`src/hdl/mic_detect_pkg.sv`:
```
package mic_detect_pkg;

	// ==========================================================
	// Register map
	// ==========================================================
	localparam int ADDR_W = 4;
	localparam int DATA_W = 16;
	localparam logic [3:0] ADDR_CTRL   = 4'h0;
	localparam logic [3:0] ADDR_CLOCKS = 4'h1;
	localparam logic [3:0] ADDR_STATUS = 4'h2;
	localparam logic [3:0] ADDR_MASK   = 4'h3;
	localparam logic [3:0] ADDR_STATE  = 4'h4;

	// ==========================================================
	// Control register fields
	// ==========================================================
	localparam int CTRL_ENA_BIT    = 1;
	localparam int CTRL_SHORT_LSB  = 2;
	localparam int CTRL_SHORT_W    = 2;
	localparam int CTRL_DET_LSB    = 4;
	localparam int CTRL_DET_W      = 3;
	localparam int CTRL_INS_POL    = 8;
	localparam int CTRL_HOOK_POL   = 9;
	localparam int CTRL_GPIO_SEL   = 10;
	localparam logic [15:0] CTRL_RESET = 16'h0000;

	// ==========================================================
	// Clock register fields
	// ==========================================================
	localparam int SYSTEM_CLOCK_ENABLE_BIT = 0;
	localparam int CLK_SRC_BIT     = 1;
	localparam int DCS_LSB         = 4;
	localparam int DCS_W           = 4;
	localparam logic [15:0] CLOCKS_RESET = 16'h0000;

	// ==========================================================
	// Status and mask fields
	// ==========================================================
	localparam int EV_INS   = 0;
	localparam int EV_HOOK  = 1;
	localparam int EV_W     = 2;
	localparam logic [1:0] MASK_RESET = 2'h3;

	// ==========================================================
	// Filter and timing
	// ==========================================================
	localparam int HOOK_COUNT     = 10;
	localparam int MEAS_PERIOD_NS = 1000;
	localparam int CLK_PERIOD_NS  = 10;
	localparam int MEAS_CYCLES    = MEAS_PERIOD_NS / CLK_PERIOD_NS;

endpackage

```
`src/hdl/mic_detect.sv`:
```
// The address-and-strobe port and the register addresses were left to the implementer.
`timescale 1ns/10ps

// Summary of operation
// - Hookswitch signalled after ten consecutive short measurements.
// - Current above detect threshold means insertion.
// - Polarity zero: insertion sets insertion status.
// - Polarity one: removal sets insertion status.
// - Current above short threshold means hookswitch.
// - Polarity zero: filtered press sets hookswitch status.
// - Polarity one: release sets hookswitch status.
// - Insertion events reported within detection delay.
// - Filter runs only with clock source and enable.
// - Filter also needs a servo channel enabled.
// - Events during stopped clocks reported on resume.
// - Pin shows detector state with same delay.
// - Detection only while detect enable set.
module mic_detect #(
	parameter int HOOK_COUNT  = mic_detect_pkg::HOOK_COUNT,
	parameter int MEAS_CYCLES = mic_detect_pkg::MEAS_CYCLES
) (
	input  wire logic                               clk_in,
	input  wire logic                               rst_in,
	input  wire logic                               mclk_present_in,
	input  wire logic                               det_cmp_in,
	input  wire logic                               short_cmp_in,
	input  wire logic [mic_detect_pkg::ADDR_W-1:0]  addr_in,
	input  wire logic [mic_detect_pkg::DATA_W-1:0]  wdata_in,
	input  wire logic                               wr_in,
	input  wire logic                               rd_in,
	output logic      [mic_detect_pkg::DATA_W-1:0]  rdata_out,
	output logic      [2:0]                         current_detect_threshold_out,
	output logic      [1:0]                         short_circuit_threshold_out,
	output logic                                    current_detect_enable_out,
	output logic                                    gpio_state_out,
	output logic                                    irq_out
);

	// ==========================================================
	// Input synchronisers
	// ==========================================================
	logic [2:0] sync1_q;
	logic [2:0] sync2_q;
	logic       mclk_ok;
	logic       det_raw;
	logic       short_raw;

	// Two stages for each comparator and the clock-present pin.
	always_ff @(posedge clk_in or posedge rst_in) begin
		if (rst_in) begin
			sync1_q <= 3'h0;
			sync2_q <= 3'h0;
		end else begin
			sync1_q <= {mclk_present_in, short_cmp_in, det_cmp_in};
			sync2_q <= sync1_q;
		end
	end

	assign det_raw   = sync2_q[0];
	assign short_raw = sync2_q[1];
	assign mclk_ok   = sync2_q[2];

	// ==========================================================
	// Registers
	// ==========================================================
	logic [15:0] ctrl_q;
	logic [15:0] ctrl_d;
	logic [15:0] clocks_q;
	logic [15:0] clocks_d;
	logic [1:0]  status_q;
	logic [1:0]  status_d;
	logic [1:0]  mask_q;
	logic [1:0]  mask_d;
	logic [15:0] rdata_q;
	logic [15:0] rdata_d;
	logic [1:0]  event_set;
	logic        ins_state;
	logic        hook_state;

	// Bus writes, write-one-to-clear status with set winning, and read capture.
	always_comb begin
		ctrl_d   = ctrl_q;
		clocks_d = clocks_q;
		mask_d   = mask_q;
		status_d = status_q;
		rdata_d  = 16'h0000;
		if (wr_in) begin
			unique case (addr_in)
				mic_detect_pkg::ADDR_CTRL: begin
					ctrl_d = wdata_in;
				end
				mic_detect_pkg::ADDR_CLOCKS: begin
					clocks_d = wdata_in;
				end
				mic_detect_pkg::ADDR_STATUS: begin
					status_d = status_q & ~wdata_in[mic_detect_pkg::EV_W-1:0];
				end
				mic_detect_pkg::ADDR_MASK: begin
					mask_d = wdata_in[mic_detect_pkg::EV_W-1:0];
				end
				default: begin
				end
			endcase
		end
		status_d = status_d | event_set;
		if (rd_in) begin
			unique case (addr_in)
				mic_detect_pkg::ADDR_CTRL: begin
					rdata_d = ctrl_q;
				end
				mic_detect_pkg::ADDR_CLOCKS: begin
					rdata_d = clocks_q;
				end
				mic_detect_pkg::ADDR_STATUS: begin
					rdata_d = {14'h0000, status_q};
				end
				mic_detect_pkg::ADDR_MASK: begin
					rdata_d = {14'h0000, mask_q};
				end
				mic_detect_pkg::ADDR_STATE: begin
					rdata_d = {14'h0000, hook_state, ins_state};
				end
				default: begin
					rdata_d = 16'h0000;
				end
			endcase
		end
	end

	// Registers the register file.
	always_ff @(posedge clk_in or posedge rst_in) begin
		if (rst_in) begin
			ctrl_q   <= mic_detect_pkg::CTRL_RESET;
			clocks_q <= mic_detect_pkg::CLOCKS_RESET;
			status_q <= 2'h0;
			mask_q   <= mic_detect_pkg::MASK_RESET;
			rdata_q  <= 16'h0000;
		end else begin
			ctrl_q   <= ctrl_d;
			clocks_q <= clocks_d;
			status_q <= status_d;
			mask_q   <= mask_d;
			rdata_q  <= rdata_d;
		end
	end

	assign rdata_out = rdata_q;
	assign current_detect_threshold_out =
		ctrl_q[mic_detect_pkg::CTRL_DET_LSB +: mic_detect_pkg::CTRL_DET_W];
	assign short_circuit_threshold_out =
		ctrl_q[mic_detect_pkg::CTRL_SHORT_LSB +: mic_detect_pkg::CTRL_SHORT_W];
	assign current_detect_enable_out = ctrl_q[mic_detect_pkg::CTRL_ENA_BIT];

	// ==========================================================
	// Run condition and measurement tick
	// ==========================================================
	logic        det_ena;
	logic        clk_source;
	logic        run;
	logic [15:0] tick_q;
	logic [15:0] tick_d;
	logic        sample;

	assign det_ena    = ctrl_q[mic_detect_pkg::CTRL_ENA_BIT];
	assign clk_source = mclk_ok | clocks_q[mic_detect_pkg::CLK_SRC_BIT];
	assign run = det_ena & clk_source & clocks_q[mic_detect_pkg::SYSTEM_CLOCK_ENABLE_BIT]
		& (|clocks_q[mic_detect_pkg::DCS_LSB +: mic_detect_pkg::DCS_W]);

	// The tick counter freezes while stopped, so comparator levels are judged on resume.
	always_comb begin
		tick_d = tick_q;
		sample = 1'b0;
		if (run) begin
			if (tick_q == 16'(MEAS_CYCLES - 1)) begin
				tick_d = 16'h0000;
				sample = 1'b1;
			end else begin
				tick_d = tick_q + 16'h0001;
			end
		end
	end

	// Registers the tick counter.
	always_ff @(posedge clk_in or posedge rst_in) begin
		if (rst_in) begin
			tick_q <= 16'h0000;
		end else begin
			tick_q <= tick_d;
		end
	end

	// ==========================================================
	// Detectors
	// ==========================================================
	logic ins_q;
	logic hook_q;
	logic ins_d;

	// Insertion follows the comparator at each measurement.
	always_comb begin
		ins_d = ins_q;
		if (!det_ena) begin
			ins_d = 1'b0;
		end else if (sample) begin
			ins_d = det_raw;
		end
	end

	// The hookswitch state passes the consecutive-measurement filter.
	cons_filter #(
		.COUNT(HOOK_COUNT)
	) u_hook_filter (
		.clk_in   (clk_in),
		.rst_in   (rst_in),
		.sample_in(sample),
		.raw_in   (short_raw),
		.clear_in (~det_ena),
		.state_out(hook_state)
	);

	// Registers the previous states for edge detection.
	always_ff @(posedge clk_in or posedge rst_in) begin
		if (rst_in) begin
			ins_q  <= 1'b0;
			hook_q <= 1'b0;
		end else begin
			ins_q  <= ins_d;
			hook_q <= hook_state;
		end
	end

	assign ins_state = ins_q;

	// Polarity picks which edge of each state raises its event.
	always_comb begin
		event_set = 2'h0;
		if (ctrl_q[mic_detect_pkg::CTRL_INS_POL]) begin
			event_set[mic_detect_pkg::EV_INS] = ins_q & ~ins_d;
		end else begin
			event_set[mic_detect_pkg::EV_INS] = ~ins_q & ins_d;
		end
		if (ctrl_q[mic_detect_pkg::CTRL_HOOK_POL]) begin
			event_set[mic_detect_pkg::EV_HOOK] = hook_q & ~hook_state;
		end else begin
			event_set[mic_detect_pkg::EV_HOOK] = ~hook_q & hook_state;
		end
	end

	// ==========================================================
	// Outputs
	// ==========================================================
	// The pin shows the same registered state the events are built from.
	assign gpio_state_out = ctrl_q[mic_detect_pkg::CTRL_GPIO_SEL] ? hook_q : ins_q;
	assign irq_out = |(status_q & mask_q);

	// ==========================================================
	// Checks
	// ==========================================================
	chk_ins_rise_set: assert property (@(posedge clk_in) disable iff (rst_in)
		(!ctrl_q[mic_detect_pkg::CTRL_INS_POL] && $rose(ins_q))
		|-> status_q[mic_detect_pkg::EV_INS])
		else $error("Insertion did not set its status.");

	chk_ins_fall_set: assert property (@(posedge clk_in) disable iff (rst_in)
		(ctrl_q[mic_detect_pkg::CTRL_INS_POL] && $stable(ctrl_q) && $fell(ins_q))
		|-> status_q[mic_detect_pkg::EV_INS])
		else $error("Removal did not set its status.");

	chk_hook_press_set: assert property (@(posedge clk_in) disable iff (rst_in)
		(!ctrl_q[mic_detect_pkg::CTRL_HOOK_POL] && $rose(hook_q))
		|-> status_q[mic_detect_pkg::EV_HOOK])
		else $error("Hookswitch press did not set its status.");

	chk_hook_rel_set: assert property (@(posedge clk_in) disable iff (rst_in)
		(ctrl_q[mic_detect_pkg::CTRL_HOOK_POL] && $stable(ctrl_q) && $fell(hook_q))
		|-> status_q[mic_detect_pkg::EV_HOOK])
		else $error("Hookswitch release did not set its status.");

	chk_stopped_no_tick: assert property (@(posedge clk_in) disable iff (rst_in)
		(!run && det_ena) |=> ($stable(tick_q) && $stable(ins_q)))
		else $error("Measurement taken while clocking unmet.");

	chk_servo_needed: assert property (@(posedge clk_in) disable iff (rst_in)
		(clocks_q[mic_detect_pkg::DCS_LSB +: mic_detect_pkg::DCS_W] == 4'h0) |=> $stable(tick_q))
		else $error("Tick advanced without a servo channel.");

	chk_disable_clears: assert property (@(posedge clk_in) disable iff (rst_in)
		!det_ena |=> !ins_q)
		else $error("Detector state held while disabled.");

	chk_status_sticky: assert property (@(posedge clk_in) disable iff (rst_in)
		(status_q[0] && !(wr_in && addr_in == mic_detect_pkg::ADDR_STATUS)) |=> status_q[0])
		else $error("Status bit dropped without a clear.");

	chk_irq_level: assert property (@(posedge clk_in) disable iff (rst_in)
		((|(event_set & mask_q)) && !wr_in) |=> irq_out)
		else $error("Unmasked event did not raise the interrupt.");

endmodule // mic_detect

```
`src/hdl/cons_filter.sv`:
```
`timescale 1ns/10ps

// Counts consecutive samples that disagree with the held state and updates a filtered state.
module cons_filter #(
	parameter int COUNT = 10
) (
	input  wire logic clk_in,
	input  wire logic rst_in,
	input  wire logic sample_in,
	input  wire logic raw_in,
	input  wire logic clear_in,
	output logic      state_out
);

	logic [7:0] cnt_q;
	logic [7:0] cnt_d;
	logic       state_q;
	logic       state_d;

	// A sample that disagrees with the held state counts up; agreement restarts.
	always_comb begin
		cnt_d   = cnt_q;
		state_d = state_q;
		if (clear_in) begin
			cnt_d   = 8'h00;
			state_d = 1'b0;
		end else if (sample_in) begin
			if (raw_in == state_q) begin
				cnt_d = 8'h00;
			end else if (cnt_q == 8'(COUNT - 1)) begin
				cnt_d   = 8'h00;
				state_d = raw_in;
			end else begin
				cnt_d = cnt_q + 8'h01;
			end
		end
	end

	// Registers the filter state.
	always_ff @(posedge clk_in or posedge rst_in) begin
		if (rst_in) begin
			cnt_q   <= 8'h00;
			state_q <= 1'b0;
		end else begin
			cnt_q   <= cnt_d;
			state_q <= state_d;
		end
	end

	assign state_out = state_q;

	// ==========================================================
	// Checks
	// ==========================================================
	chk_filter_count: assert property (@(posedge clk_in) disable iff (rst_in)
		$rose(state_q) |-> $past(cnt_q) == 8'(COUNT - 1))
		else $error("Filter changed state before the full sample count.");

endmodule // cons_filter

```
`config.mk`:
```
export PLATFORM = sky130hd
export DESIGN_NAME = mic_detect
export DESIGN_NICKNAME = d
export VERILOG_FILES = /design/src/hdl/mic_detect_pkg.sv /design/src/hdl/mic_detect.sv /design/src/hdl/cons_filter.sv
export SDC_FILE = /design/constraint.sdc
export NUM_CORES = 1
export LEC_CHECK = 0
export BUFFER_PORTS_ARGS = -buffer_cell sky130_fd_sc_hd__buf_2
export CORE_ASPECT_RATIO = 0.5
export CORE_MARGIN = 3
export CORE_UTILIZATION = 57
export DETAILED_ROUTE_END_ITERATION = 16
export MAX_ROUTING_LAYER = met4
export PLACE_DENSITY = 0.76
export SLEW_MARGIN = 20
export SYNTH_ARGS = -nofsm -noshare
export SYNTH_HDL_FRONTEND = slang
export SYNTH_HIERARCHICAL = 1
export SYNTH_SLANG_ARGS = --single-unit
```
`constraint.sdc`:
```
create_clock -name clk_in -period 2.95 [get_ports clk_in]
set_clock_uncertainty 0.2 [all_clocks]
set_input_delay 0.295 -clock clk_in [delete_from_list [all_inputs] [get_ports clk_in]]
set_output_delay 0.295 -clock clk_in [all_outputs]
set_load 0.005 [all_outputs]
```
==> results.json <==
{
  "synth_seq_cells": 85,
  "area_growth_syn_to_layout_pct": 19.9,
  "cp_cell_sequence": "ha_2 > nor3b_1 > and4_1 > nand2_1 > clkinvlp_4 > o211ai_2 > or4_1 > a221oi_1",
  "timing.final.crit_share_pct": 92.5,
  "critPathTopFamily": "simple AND/OR/NAND/NOR gates",
  "totalWireLength_um": 8140,
  "cp_max_fo": 7,
  "finalInstanceArea_mm2": 0.00466,
  "track_usage_pct": 23.4,
  "grt_start_max_net_pins": 77,
  "maxCapViolCount": 0,
  "synth_cell_type_count": 56,
  "cts_buffers": 9,
  "final_antenna_net_count": 0,
  "worst_slew_pin_slew_ps": 785,
  "cts.sinks": 85,
  "leakage_nw": 2.16,
  "io_buffers": 50,
  "synth_area_leaders": "dfrtp_1, mux2_2, mux2_4",
  "fin_tns_setup_ps": 0,
  "critPathBufInv": 1,
  "cp_data_required_time_ps": 2980,
  "vdd.ir_drop.worst_uv": 458,
  "hpwl_um": 5370,
  "synth_xor_area_share_pct": 2.71,
  "power_mw": 2.95,
  "yosys-mux-area-fraction_pct": 12.5,
  "max_slew_margin_pct": 47.5,
  "die_h_um": 64.4,
  "h-tree-depth": 3,
  "dieArea_mm2": 0.00790,
  "synthTopCellsByCount": "dfrtp_1, mux2_2, nand2_1",
  "syn-instance-count": 319,
  "synthSimpleGateAreaFrac_pct": 14.5,
  "cts_tree": "built",
  "clk_pin_slew_ps": 70,
  "p_comb_share_pct": 12.9,
  "syn_area_mm2": 0.00388,
  "critPathMaxStageDelay_ps": 540,
  "synth.avg_cell_area_um2": 12.2,
  "gp_congestion": 0.854,
  "synth-seq-area-share_pct": 54.9,
  "post-route-drc-count": 0,
  "worstSetupPathType": "reg2reg",
  "grt_pass1_vias": 2842,
  "dieWidth_um": 123,
  "power.switching_mw": 0.763,
  "wl_per_cell_um": 17.1,
  "period_minus_slack_ps": 2730,
  "grt_pass1_wl_um": 13800,
  "powerDensity_mw_per_mm2": 633,
  "layout-drive-gt1-share_pct": 32.0,
  "intPower_mw": 2.18,
  "antenna_found_initial": 0,
  "viasPerCell": 5.89,
  "p_sw_share_pct": 25.9,
  "rsz0062_at_grt": "no",
  "timing.fmax_mhz": 366,
  "synth_top_family_by_area": "simple AND/OR/NAND/NOR gates",
  "slowest_stage": "or4_1",
  "cp_data_arrival_time_ps": 2760,
  "cts_root_buf": "clkbuf_16",
  "initial_core_util_pct": 61.3,
  "finalNetCount": 413,
  "diodes": 0,
  "hold_class": "in2reg",
  "status": "finished clean",
  "core_area_mm2": 0.00633,
  "drv_slew": 0,
  "synth_top_area_share_pct": 53.5,
  "first_pass_iters": 4,
  "drtIter0Drc": 269,
  "yosys_warnings": 6,
  "synth_most_common_cell": "dfrtp_1",
  "seq_power_share_pct": 48.1,
  "pwr-share-clk_pct": 39.0,
  "ys.flop_type": "dfrtp_1",
  "cts.path.max_buffers": 2,
  "synth-compound-area-share_pct": 10.3,
  "setup_viol": 0,
  "synth_fp_nets": 349,
  "rows": 20,
  "end_kind": "register",
  "vias": 2804,
  "io_pins": 51,
  "cp-start-kind": "register",
  "synthArstFlopShare_pct": 100,
  "synth_edf_count": 0,
  "grt_overflow": 0,
  "final_hold_viol_count": 0,
  "placed_cell_area_mm2": 0.00417,
  "yosys.area.top_type": "dfrtp_1",
  "post_synth_fa_ha_maj_area_fraction_pct": 0.967,
  "clk_latency_ps": 340
}
cells in the final DEF (no fill, tap or decap), types with 3 or more instances in the layout:
| master | n |
|---|---|
| o31ai_1 | 5 |
| nor4_1 | 10 |
| nand4_1 | 3 |
| mux2_4 | 10 |
| o21ai_0 | 8 |
| a221oi_1 | 3 |
| mux2_2 | 24 |
| clkbuf_16 | 9 |
| nor2_1 | 17 |
| or3_1 | 5 |
| xor2_1 | 10 |
| buf_4 | 6 |
| nand3_1 | 12 |
| a21oi_1 | 6 |
| clkinvlp_4 | 4 |
| nand2_1 | 23 |
| or4_1 | 3 |
| o2111ai_1 | 4 |
| dfrtp_1 | 83 |
| a22oi_1 | 14 |
| dlygate4sd3_1 | 15 |
| buf_2 | 50 |
| and4_1 | 3 |
| inv_1 | 10 |
worst paths after layout:
check / from / endpoint / slack (ps) / cells after the start
setup / recovery: tick_q[0] / u_hook_filter/cnt_q[7] / 220 / 8
hold / removal: wdata_in[10] / clocks_q[10] / 10 / 2
setup reg to reg: tick_q[0] / u_hook_filter/cnt_q[7] / 220 / 8
hold reg to reg: sync1_q[2] / sync2_q[2] / 150 / 0
max in group asynchronous: rst_in / mask_q[1] / 1820 / 4
min in group asynchronous: rst_in / u_hook_filter/cnt_q[0] / 280 / 3
worst register-to-register path: stages (launching register included):
cell and delay (ps):
dfrtp_1 410, ha_2 240, nor3b_1 170, and4_1 280, nand2_1 180, clkinvlp_4 190
o211ai_2 130, or4_1 540, a221oi_1 300
flip-flops by register name (all words and copies together), names as in the netlist:
register,cells
sync1_q,3
clocks_q,16
status_q,2
u_hook_filter/state_out,1
u_hook_filter/cnt_q,8
tick_q,16
ins_q,1
sync2_q,3
hook_q,1
ctrl_q,16
mask_q,2
rdata_out,16
logic make-up after synthesis:
family                   after synthesis
AO/OA/AOI/OAI                         53
XOR/XNOR                              12
adder cells (fa/ha/maj)                3
buffers and inverters                 31
flip-flops                            85
multiplexers                          38
AND/OR/NAND/NOR                       97
layout make-up:
type	count	area, um2
fillers	444	1680
clock inverters	7	81.3
well taps	88	110
multi-input cells	203	1600
repair buffers	72	465
clock buffers	9	225
flip-flops and latches	85	2130
inverters	12	48.8
layer usage:
metal  part of all wire [%]  GRT usage (%)  vias up
li1                       -              -     1302
met1                     45           30.1     1417
met2                     49           36.7       74
met3                    4.8           6.45       11
met4                    1.1           6.97        0
met5                      0              -        -
timing repair:
action,4_1_cts,5_1_grt
hold buffers,15,0
setup endpoints to repair,0,4
setup buffers,0,3
gates resized for setup,0,2
endpoints found under the hold margin,104,0
power by group through the flow:
stage	Combinational [mW]	Clock (mW)	Sequential, mW
finish	0.379	1.15	1.42
global route	0.423	1.22	1.44
CTS	0.381	1.17	1.41
detailed placement	0.362	0	1.43
global placement	0.349	0	1.42
floorplan	0.289	0	1.40
per-stage QoR:
stage | std cells | hold WS [ps] | setup slack, ps | util [%]
4_1_cts | 473 | 3.62 | 122 | 73.1
6_report | 476 | 12.9 | 221 | 73.5
5_1_grt | 476 | 5.27 | 8.88 | 73.5
3_3_place_gp | 442 | 84.9 | 277 | 65.9
2_1_floorplan | 319 | -77.1 | 520 | -
3_5_place_dp | 442 | 89.9 | 120 | 65.9
Note: power is estimated with default switching activity, not from simulation.
